## src/rtl/sr_pkg.sv

```systemverilog
// Shared constants and types for the special register and hint executor.
// Assumes one 20 MHz core clock; register offsets are byte addresses on APB.
package sr_pkg;
   // Instruction kinds presented by the issue stage
   typedef enum logic [2:0] {
      OP_NOP, OP_READ_SR, OP_WRITE_SR, OP_SEND_EVENT, OP_SUPER_CALL, OP_WAIT_EVENT, OP_WAIT_INT
   } op_e;
   // Special register selector
   typedef enum logic [3:0] {
      SEL_APP, SEL_EXC, SEL_EXE, SEL_EXC_EXE, SEL_EXC_APP, SEL_EXE_APP, SEL_ALL,
      SEL_MAIN_SP, SEL_PROC_SP, SEL_INT_MASK, SEL_BASE, SEL_BASE_RAISE, SEL_FAULT_MASK, SEL_CONTROL
   } sel_e;
   // Status word layout
   localparam int FLAG_LSB = 27;
   localparam int FLAG_W = 5;
   localparam int GE_LSB = 16;
   localparam int GE_W = 4;
   localparam int PRIO_W = 8;
   localparam int CTRL_W = 2;
   // Write lane selectors for the app status view
   localparam int APPM_FLAGS = 0;
   localparam int APPM_GE = 1;
   // APB map
   localparam int APB_AW = 8;
   localparam logic [7:0] ADDR_CTRL = 8'h00;
   localparam logic [7:0] ADDR_STATE = 8'h04;
   localparam logic [7:0] ADDR_IRQ_ST = 8'h08;
   localparam logic [7:0] ADDR_IRQ_MASK = 8'h0c;
   // Control register fields
   localparam int CTRL_WAKE_PEND = 0;
   localparam int CTRL_DBG_EN = 1;
   localparam logic [1:0] RST_CTRL = 2'h0;
   // State register fields
   localparam int STB_SUSP = 0;
   localparam int STB_EVENT = 1;
   localparam int STB_INT_MASK = 2;
   localparam int STB_FAULT_MASK = 3;
   localparam int STB_BASE_LSB = 8;
   localparam int STB_CTRL_LSB = 16;
   // Interrupt status bits
   localparam int IRQ_W = 4;
   localparam int IRQ_SUPER = 0;
   localparam int IRQ_EVENT = 1;
   localparam int IRQ_WAIT_DONE = 2;
   localparam int IRQ_REFUSED = 3;
   localparam logic [3:0] RST_IRQ_MASK = 4'h0;
endpackage

```

## src/rtl/wait_if.sv

```systemverilog
// Link between the executor and its suspension controller.
// Assumes both ends sit on the same clock.
`timescale 1ns/100ps
interface wait_if;
   logic wait_ev_go; // Wait-for-event accepted
   logic wait_int_go; // Wait-for-interrupt accepted
   logic ev_set; // Event register set source
   logic wake_ev; // Wake terms for event wait
   logic wake_int; // Wake terms for interrupt wait
   logic done; // Wait instruction completed
   logic sleeping; // Execution suspended
   logic event_reg; // Local event register
   modport core (output wait_ev_go, wait_int_go, ev_set, wake_ev, wake_int,
                 input done, sleeping, event_reg);
   modport ctl (input wait_ev_go, wait_int_go, ev_set, wake_ev, wake_int,
                output done, sleeping, event_reg);
endinterface

```

## src/rtl/special_reg_and_hint_exec.sv

```systemverilog
// Executes special register moves and hint/system instructions, with an APB
// control and interrupt block. Assumes one instruction offered at a time and
// APB signals synchronous to clk.
`timescale 1ns/100ps
module special_reg_and_hint_exec (
   input wire logic clk,
   input wire logic rst_b,
   input wire logic psel,
   input wire logic penable,
   input wire logic pwrite,
   input wire logic [sr_pkg::APB_AW-1:0] paddr,
   input wire logic [31:0] pwdata,
   output logic [31:0] prdata,
   output logic pready,
   output logic pslverr,
   output logic irq,
   input wire logic instr_valid,
   output logic instr_ready,
   input wire sr_pkg::op_e instr_op,
   input wire sr_pkg::sel_e instr_sel,
   input wire logic [1:0] instr_app_mask,
   input wire logic instr_priv,
   input wire logic [31:0] instr_src,
   output logic instr_done,
   output logic [31:0] rd_data,
   output logic event_out,
   output logic super_call,
   output logic suspended,
   input wire logic exc_above_prio,
   input wire logic pend_new,
   input wire logic debug_req,
   input wire logic ext_event,
   input wire logic irq_taken,
   input wire logic masked_pending,
   output logic [sr_pkg::FLAG_W-1:0] cond_flags,
   output logic interrupt_mask_bit,
   output logic [sr_pkg::PRIO_W-1:0] base_priority_mask,
   output logic fault_mask
);
   localparam int PW = sr_pkg::PRIO_W;

   // Raise-only rule for the base priority alias write
   function automatic logic raise_ok(input logic [PW-1:0] src, input logic [PW-1:0] cur);
      raise_ok = (src != '0) && ((cur == '0) || (src < cur));
   endfunction

   // Status view: only flags and GE bits exist, rest reads zero
   function automatic logic [31:0] psr_view(input logic [sr_pkg::FLAG_W-1:0] f,
                                            input logic [sr_pkg::GE_W-1:0] g);
      logic [31:0] v;
      v = 32'h0;
      v[sr_pkg::FLAG_LSB +: sr_pkg::FLAG_W] = f;
      v[sr_pkg::GE_LSB +: sr_pkg::GE_W] = g;
      psr_view = v;
   endfunction

   wait_if w (); // Link to the suspension controller

   // Special registers
   logic [sr_pkg::FLAG_W-1:0] flags_r, flags_nxt; // N Z C V Q
   logic [sr_pkg::GE_W-1:0] ge_r, ge_nxt; // Greater-or-equal bits
   logic [31:0] msp_r, msp_nxt; // Main stack pointer
   logic [31:0] psp_r, psp_nxt; // Process stack pointer
   logic imask_r, imask_nxt; // Interrupt mask bit
   logic [PW-1:0] base_r, base_nxt; // Base priority mask
   logic fmask_r, fmask_nxt; // Fault mask
   logic [sr_pkg::CTRL_W-1:0] ctl_r, ctl_nxt; // Control register
   // Instruction results
   logic [31:0] rd_r, rd_nxt; // Read result
   logic done_r, done_nxt; // Completion of single-cycle ops
   logic sev_r, sev_nxt; // Broadcast event pulse
   logic call_r, call_nxt; // Supervisor call pulse
   logic refused; // Privilege refusal this cycle
   logic acc; // Instruction accepted

   // A wait occupies the issue slot until it resumes
   assign instr_ready = !w.sleeping;
   assign acc = instr_valid && instr_ready;

   // Instruction execution, next values
   always_comb begin
      flags_nxt = flags_r;
      ge_nxt = ge_r;
      msp_nxt = msp_r;
      psp_nxt = psp_r;
      imask_nxt = imask_r;
      base_nxt = base_r;
      fmask_nxt = fmask_r;
      ctl_nxt = ctl_r;
      rd_nxt = rd_r;
      done_nxt = 1'b0;
      sev_nxt = 1'b0;
      call_nxt = 1'b0;
      refused = 1'b0;
      if (acc) begin
         case (instr_op)
            sr_pkg::OP_READ_SR: begin
               done_nxt = 1'b1;
               case (instr_sel)
                  // All status views hide exception and state fields
                  sr_pkg::SEL_APP, sr_pkg::SEL_EXC, sr_pkg::SEL_EXE, sr_pkg::SEL_EXC_EXE,
                  sr_pkg::SEL_EXC_APP, sr_pkg::SEL_EXE_APP, sr_pkg::SEL_ALL: begin
                     rd_nxt = psr_view(flags_r, ge_r);
                  end
                  sr_pkg::SEL_MAIN_SP: rd_nxt = msp_r;
                  sr_pkg::SEL_PROC_SP: rd_nxt = psp_r;
                  sr_pkg::SEL_INT_MASK: rd_nxt = {31'h0, imask_r};
                  sr_pkg::SEL_BASE, sr_pkg::SEL_BASE_RAISE: begin
                     rd_nxt = {{(32-PW){1'b0}}, base_r};
                  end
                  sr_pkg::SEL_FAULT_MASK: rd_nxt = {31'h0, fmask_r};
                  sr_pkg::SEL_CONTROL: rd_nxt = {{(32-sr_pkg::CTRL_W){1'b0}}, ctl_r};
                  default: rd_nxt = 32'h0;
               endcase
            end
            sr_pkg::OP_WRITE_SR: begin
               done_nxt = 1'b1;
               if (!instr_priv && instr_sel != sr_pkg::SEL_APP) begin
                  // Unprivileged code may only touch the app view
                  refused = 1'b1;
               end else begin
                  case (instr_sel)
                     sr_pkg::SEL_APP: begin
                        // Only the flag and GE lanes are stored; other bits are dropped
                        if (instr_app_mask[sr_pkg::APPM_FLAGS]) begin
                           flags_nxt = instr_src[sr_pkg::FLAG_LSB +: sr_pkg::FLAG_W];
                        end
                        if (instr_app_mask[sr_pkg::APPM_GE]) begin
                           ge_nxt = instr_src[sr_pkg::GE_LSB +: sr_pkg::GE_W];
                        end
                     end
                     // Stack pointers are word aligned
                     sr_pkg::SEL_MAIN_SP: msp_nxt = {instr_src[31:2], 2'b00};
                     sr_pkg::SEL_PROC_SP: psp_nxt = {instr_src[31:2], 2'b00};
                     sr_pkg::SEL_INT_MASK: imask_nxt = instr_src[0];
                     sr_pkg::SEL_BASE: base_nxt = instr_src[PW-1:0];
                     sr_pkg::SEL_BASE_RAISE: begin
                        if (raise_ok(instr_src[PW-1:0], base_r)) begin
                           base_nxt = instr_src[PW-1:0];
                        end
                     end
                     sr_pkg::SEL_FAULT_MASK: fmask_nxt = instr_src[0];
                     sr_pkg::SEL_CONTROL: ctl_nxt = instr_src[sr_pkg::CTRL_W-1:0];
                     // Other status views are read-only
                     default: refused = 1'b0;
                  endcase
               end
            end
            sr_pkg::OP_SEND_EVENT: begin
               done_nxt = 1'b1;
               sev_nxt = 1'b1;
            end
            sr_pkg::OP_SUPER_CALL: begin
               // Immediate stays in the instruction for the handler
               done_nxt = 1'b1;
               call_nxt = 1'b1;
            end
            // Waits complete through the suspension controller
            sr_pkg::OP_WAIT_EVENT, sr_pkg::OP_WAIT_INT: done_nxt = 1'b0;
            // No-operation retires with no state change
            default: done_nxt = 1'b1;
         endcase
      end
   end

   // Instruction state registers
   always_ff @(posedge clk) begin
      if (!rst_b) begin
         flags_r <= '0;
         ge_r <= '0;
         msp_r <= 32'h0;
         psp_r <= 32'h0;
         imask_r <= 1'b0;
         base_r <= '0;
         fmask_r <= 1'b0;
         ctl_r <= '0;
         rd_r <= 32'h0;
         done_r <= 1'b0;
         sev_r <= 1'b0;
         call_r <= 1'b0;
      end else begin
         flags_r <= flags_nxt;
         ge_r <= ge_nxt;
         msp_r <= msp_nxt;
         psp_r <= psp_nxt;
         imask_r <= imask_nxt;
         base_r <= base_nxt;
         fmask_r <= fmask_nxt;
         ctl_r <= ctl_nxt;
         rd_r <= rd_nxt;
         done_r <= done_nxt;
         sev_r <= sev_nxt;
         call_r <= call_nxt;
      end
   end

   // APB control and interrupt state
   logic [1:0] cfg_r, cfg_nxt; // Wake-on-pending and debug enable
   logic [sr_pkg::IRQ_W-1:0] ist_r, ist_nxt; // Sticky event status
   logic [sr_pkg::IRQ_W-1:0] imsk_r, imsk_nxt; // Interrupt mask
   logic [31:0] prd_r, prd_nxt; // Read data, loaded in setup
   logic err_r, err_nxt; // Unmapped address flag
   logic [sr_pkg::IRQ_W-1:0] ev; // Events this cycle
   logic wr_acc; // APB write access phase

   // Wait controller hookup; event-wait wake terms pend_new and debug_req gated by software settings
   assign w.wait_ev_go = acc && instr_op == sr_pkg::OP_WAIT_EVENT;
   assign w.wait_int_go = acc && instr_op == sr_pkg::OP_WAIT_INT;
   assign w.ev_set = sev_nxt || ext_event;
   assign w.wake_ev = exc_above_prio || (pend_new && cfg_r[sr_pkg::CTRL_WAKE_PEND])
                      || (debug_req && cfg_r[sr_pkg::CTRL_DBG_EN]) || ext_event;
   assign w.wake_int = irq_taken || masked_pending || debug_req;

   assign ev = {refused, w.done, sev_r, call_r};
   assign wr_acc = psel && penable && pwrite;

   // Register file next values; a new event beats a clearing write
   always_comb begin
      cfg_nxt = cfg_r;
      imsk_nxt = imsk_r;
      ist_nxt = ist_r | ev;
      prd_nxt = prd_r;
      err_nxt = err_r;
      if (wr_acc && !err_r) begin
         if (paddr == sr_pkg::ADDR_CTRL) begin
            cfg_nxt = pwdata[1:0];
         end else if (paddr == sr_pkg::ADDR_IRQ_ST) begin
            ist_nxt = (ist_r & ~pwdata[sr_pkg::IRQ_W-1:0]) | ev;
         end else if (paddr == sr_pkg::ADDR_IRQ_MASK) begin
            imsk_nxt = pwdata[sr_pkg::IRQ_W-1:0];
         end
      end
      if (psel && !penable) begin
         err_nxt = 1'b0;
         prd_nxt = 32'h0;
         if (paddr == sr_pkg::ADDR_CTRL) begin
            prd_nxt[1:0] = cfg_r;
         end else if (paddr == sr_pkg::ADDR_STATE) begin
            prd_nxt[sr_pkg::STB_SUSP] = w.sleeping;
            prd_nxt[sr_pkg::STB_EVENT] = w.event_reg;
            prd_nxt[sr_pkg::STB_INT_MASK] = imask_r;
            prd_nxt[sr_pkg::STB_FAULT_MASK] = fmask_r;
            prd_nxt[sr_pkg::STB_BASE_LSB +: PW] = base_r;
            prd_nxt[sr_pkg::STB_CTRL_LSB +: sr_pkg::CTRL_W] = ctl_r;
         end else if (paddr == sr_pkg::ADDR_IRQ_ST) begin
            prd_nxt[sr_pkg::IRQ_W-1:0] = ist_r;
         end else if (paddr == sr_pkg::ADDR_IRQ_MASK) begin
            prd_nxt[sr_pkg::IRQ_W-1:0] = imsk_r;
         end else begin
            err_nxt = 1'b1;
         end
      end
   end

   // Register file flops
   always_ff @(posedge clk) begin
      if (!rst_b) begin
         cfg_r <= sr_pkg::RST_CTRL;
         ist_r <= '0;
         imsk_r <= sr_pkg::RST_IRQ_MASK;
         prd_r <= 32'h0;
         err_r <= 1'b0;
      end else begin
         cfg_r <= cfg_nxt;
         ist_r <= ist_nxt;
         imsk_r <= imsk_nxt;
         prd_r <= prd_nxt;
         err_r <= err_nxt;
      end
   end

   wait_ctl u_wait (
      .clk(clk),
      .rst_b(rst_b),
      .w(w.ctl)
   );

   // Outputs; zero-wait APB answer
   assign pready = 1'b1;
   assign prdata = prd_r;
   assign pslverr = psel && penable && err_r;
   assign irq = |(ist_r & imsk_r);
   assign instr_done = done_r || w.done;
   assign rd_data = rd_r;
   assign event_out = sev_r;
   assign super_call = call_r;
   assign suspended = w.sleeping;
   assign cond_flags = flags_r;
   assign interrupt_mask_bit = imask_r;
   assign base_priority_mask = base_r;
   assign fault_mask = fmask_r;
endmodule

```

## src/rtl/wait_ctl.sv

```systemverilog
// Suspension controller: local event register and the two wait states.
// Assumes go strobes only arrive while not sleeping.
`timescale 1ns/100ps
module wait_ctl (
   input wire logic clk,
   input wire logic rst_b,
   wait_if.ctl w
);
   typedef enum logic [1:0] {ST_RUN, ST_WAIT_EV, ST_WAIT_INT} wstate_e;
   wstate_e state_r, state_nxt; // Suspension state
   logic event_r, event_nxt; // Local event register
   logic done_r, done_nxt; // Completion pulse

   // Next state; a set arriving with a clear wins
   always_comb begin
      state_nxt = state_r;
      event_nxt = event_r | w.ev_set;
      done_nxt = 1'b0;
      case (state_r)
         ST_RUN: begin
            if (w.wait_ev_go) begin
               if (event_r) begin
                  event_nxt = w.ev_set;
                  done_nxt = 1'b1;
               end else begin
                  state_nxt = ST_WAIT_EV;
               end
            end else if (w.wait_int_go) begin
               state_nxt = ST_WAIT_INT;
            end
         end
         ST_WAIT_EV: begin
            // An event that wakes the wait is consumed by it
            event_nxt = event_r;
            if (w.wake_ev) begin
               state_nxt = ST_RUN;
               done_nxt = 1'b1;
            end
         end
         default: begin
            if (w.wake_int) begin
               state_nxt = ST_RUN;
               done_nxt = 1'b1;
            end
         end
      endcase
   end

   // State registers
   always_ff @(posedge clk) begin
      if (!rst_b) begin
         state_r <= ST_RUN;
         event_r <= 1'b0;
         done_r <= 1'b0;
      end else begin
         state_r <= state_nxt;
         event_r <= event_nxt;
         done_r <= done_nxt;
      end
   end

   assign w.done = done_r;
   assign w.sleeping = (state_r != ST_RUN);
   assign w.event_reg = event_r;
endmodule

```

## config.mk

```make
export PLATFORM = sky130hd
export DESIGN_NAME = special_reg_and_hint_exec
export DESIGN_NICKNAME = d
export VERILOG_FILES = /design/src/rtl/sr_pkg.sv /design/src/rtl/wait_if.sv /design/src/rtl/special_reg_and_hint_exec.sv /design/src/rtl/wait_ctl.sv
export SDC_FILE = /design/constraint.sdc
export NUM_CORES = 1
export LEC_CHECK = 0
export ABC_CLOCK_PERIOD_IN_PS = 1900
export BUFFER_PORTS_ARGS = -buffer_cell sky130_fd_sc_hd__buf_2
export CAP_MARGIN = 20
export CORE_MARGIN = 2
export CORE_UTILIZATION = 47
export CTS_CLUSTER_DIAMETER = 200
export CTS_CLUSTER_SIZE = 12
export DETAILED_ROUTE_END_ITERATION = 10
export GPL_TIMING_DRIVEN = 0
export PLACE_DENSITY = 0.76
export SETUP_SLACK_MARGIN = 0.02
export SYNTH_ARGS = -nofsm -noshare
export SYNTH_HDL_FRONTEND = slang
export SYNTH_SLANG_ARGS = --single-unit
```

## constraint.sdc

```tcl
create_clock -name clk -period 1.9 [get_ports clk]
set_input_delay 0.38 -clock clk [delete_from_list [all_inputs] [get_ports clk]]
set_output_delay 0.38 -clock clk [all_outputs]
set_load 0.1 [all_outputs]
```

==> results.yml <==
sta:
  clock_skew_ns: 0.00746
  hold_viol: 0
  worst_slack_ns: 0.0383
  max_freq_ghz: 0.537
  worst_slew_pin_slew_ns: 0.993
  period_minus_slack_ns: 1.86
  fin_crit_sh_pct: 98.0
  rsz0062_at_grt: "yes"
  slew_headroom_pct: 33.5
  finalSetupTns_ns: 0
  setup_violations: 0
  drv_slew: 0
clocking:
  clockRootBuffer: "clkbuf_16"
  clock_latency_ns: 0.42
  cts_buffer_depth: 2
  cts_tree: "yes"
  cts_hold_buf: 0
  path_clk_slew_ns: 0.06
  cts_inserted_buffers: 17
  cts.htree.levels: 4
  cts_sinks: 145
global_routing:
  grt_use_total_pct: 23.9
  grt_overflow: 0
  grt_start_max_net_pins: 17
  grt_pass1_wl_um: 27000
  grt_pass1_vias: 5320
  antenna_found_initial: 0
flow_run:
  cap_violations: 0
synthesis:
  synthesis.area_um2: 6220
  syn_area_per_cell_um2: 8.57
  ys_seq_area_share_pct: 46.6
  synth_area_leaders: "dfxtp_1 (47%), nand2_1 (9.0%), a21oi_1 (5.6%)"
  netlist_instances: 726
  ys_seq_elements: 145
  synth_cell_types: 54
  ys.flop_type: "dfxtp_1"
  async_flop_share_pct: 0
  synth_top_area_share_pct: 46.6
  synth_edf_count: 0
  ys_warn_count: 0
  synth_top_area_cell: "dfxtp_1"
worst_setup_path:
  critPathLaunch: "u_wait.state_r[0]"
  crit_cells: 7
  worst-path-buf-inv: 2
  rr_startpoint: "u_wait.state_r[0]"
  cpPeakStageDelay_ns: 0.56
  crit_type: "reg -> reg"
  rr_worst_depth: 7
  cp-start-kind: "register"
  worstPathMaxFanout: 10
  cp-end-kind: "register"
  cpLargestDelayFamily: "simple AND/OR/NAND/NOR gates"
  worst_path_max_delay_cell: "or4_4"
  setup.worst_path.end: "rd_data[16]"
  reg2reg_slack_ns: 0.04
  arrival_ns: 2.21
  path_cells: "nor2_4, inv_8, or4_4, a31o_4, buf_6, a2bb2oi_1, nor2_1"
  crit_required_ns: 2.25
  r2r_end: "rd_data[16]"
route:
  avgRoutedWirePerCell_um: 15.9
  wl_met2_um: 8140
  routed-via-count: 5911
  via_per_inst: 5.46
  dr.pass1.iters: 6
  postRouteAntennaNets: 0
  top_layer: "met4"
  drc: 0
  first_iter_violations: 646
  routed_wl_um: 17300
  met1_length_um: 7530
  wl_met3_um: 1180
floorplan:
  fp.dieH_um: 119
  die_x_um: 119
  num_rows: 42
  initial_core_util_pct: 47.6
  io_pins: 181
  dieArea_um2: 14200
  coreArea_um2: 13100
power_and_ir_drop:
  leakage_uw: 0.00331
  peakVddDrop_mv: 0.664
  power_density_nw_per_um2: 906
placed_design:
  portBuffers: 129
  routabilityCongestion: 0.802
  place_ws_ns: -0.561
  placed_cell_area_um2: 7260
  dp_hpwl_um: 12100
layout:
  design_area_um2: 8050
  area_delta_synth_final_pct: 29.3
  antenna_cells: 0
  largest_reg_flops: 32
  final_nets: 995
  layout-drive-gt1-share_pct: 28.8
worst_hold_path:
  min_path_type: "in -> reg"
outcome:
  status: "complete, no violations"
[layer usage]
metal | global-route usage, % | up-vias
li1 | - | 2857
met1 | 31.7 | 2778
met2 | 38.0 | 242
met3 | 5.12 | 34
met4 | 9.82 | 0
met5 | 0 | -
[worst reg2reg max path: stages, from the launching register on]
cell and delay [ns]:
dfxtp_2 0.35, nor2_4 0.19, inv_8 0.05, or4_4 0.56
a31o_4 0.28, buf_6 0.15, a2bb2oi_1 0.13, nor2_1 0.09
[final cells by class]
| class | instances | area, um^2 |
|---|---|---|
| Sequential cell | 145 | 2940 |
| Multi-Input combinational cell | 507 | 3090 |
| Clock inverter | 12 | 178 |
| Timing Repair Buffer | 133 | 676 |
| Tap cell | 176 | 220 |
| Inverter | 23 | 93.8 |
| Buffer | 67 | 385 |
| Fill cell | 1125 | 5040 |
| Clock buffer | 20 | 468 |
[what timing repair did]
| action | 4_1_cts | 5_1_grt |
|---|---|---|
| endpoints found under the setup margin | 105 | 109 |
| pin swaps | 4 | 11 |
| setup buffers | 4 | 0 |
| gates resized for setup | 7 | 38 |
| endpoints found under the hold margin | 0 | 0 |
[worst min-delay path by stage]
stage | from | cells past startpoint | to | slack [ns]
after floorplan | u_wait.w.done | 1 | ist_r[2] | 0.43
after global placement | psp_r[13] | 2 | psp_r[13] | 0.44
after detailed placement | psp_r[8] | 2 | psp_r[8] | 0.45
after CTS | instr_op[2] | 2 | done_r | 0.20
after global routing | instr_src[10] | 3 | psp_r[10] | 0.20
final | instr_src[10] | 3 | msp_r[10] | 0.21
[layout by cell type (no fill, tap or decap), types with 4 or more instances in the layout]
master	instances
nand2_1	150
buf_2	136
dfxtp_1	135
a21oi_1	69
nor2_1	67
a22oi_1	31
a2bb2oi_1	30
clkbuf_1	26
buf_4	24
mux2i_1	21
conb_1	19
clkbuf_16	18
inv_1	16
a222oi_1	15
o221ai_2	8
dfxtp_4	8
and2_1	7
clkbuf_2	7
inv_2	6
nor2b_1	6
nand3_1	5
clkbuf_4	5
o21ai_0	5
nand4_1	5
nand2b_1	4
nor3_1	4
o21a_1	4
ha_1	4
bufinv_16	4
[metrics by stage]
| step | hold WS, ns | std cells | util, % | total power [uW] |
|---|---|---|---|---|
| global route | 0.204 | 1083 | 61.5 | 7500 |
| finish | 0.207 | 1083 | 61.5 | 7290 |
| detailed placement | 0.446 | 1048 | 55.5 | 3730 |
| floorplan | 0.433 | 743 | - | 3560 |
| CTS | 0.196 | 1083 | 60.7 | 7310 |
| global placement | 0.441 | 1048 | 55.5 | 3730 |
[Yosys cell counts, types with 2 or more instances]
library cell / number
nand2b_1: 4
o21a_1: 4
a22oi_1: 31
nor4_1: 4
mux4_2: 2
clkbuf_1: 33
mux2i_1: 21
dfxtp_1: 145
buf_6: 4
a21oi_1: 70
a2bb2oi_1: 30
or4_1: 2
a222oi_1: 15
conb_1: 2
mux2_2: 2
buf_2: 12
o21ai_0: 6
inv_1: 21
nand2_1: 150
inv_2: 2
a22o_1: 2
a21boi_0: 3
nand4_1: 5
buf_4: 19
and3_1: 3
nor3_1: 4
nand3_1: 7
nor2b_1: 7
ha_1: 7
o221ai_1: 8
nor2_1: 69
a2111oi_0: 2
a211oi_1: 3
and2_1: 7
[kinds of logic (layout without fill, tap and decap cells)]
| group | count (synthesis) | in the layout | synth area share (%) |
|---|---|---|---|
| AND/OR/NAND/NOR | 272 | 272 | 19.1 |
| AO/OA/AOI/OAI | 183 | 183 | 20.8 |
| flip-flops | 145 | 145 | 46.6 |
| buffers and inverters | 91 | 255 | 7.36 |
| multiplexers | 25 | 25 | 4.46 |
| adder cells (fa/ha/maj) | 7 | 7 | 1.41 |
| other | 2 | 19 | 0.121 |
| XOR/XNOR | 1 | 1 | 0.141 |
[power by group]
group | leakage (uW) | switching (uW) | total [uW] | internal [uW]
combinational | 0.00182 | 467 | 631 | 164
sequential | 0.00118 | 12.1 | 3060 | 3040
clock | 0.000312 | 1290 | 3600 | 2310
(Power assumes the default switching activity.)
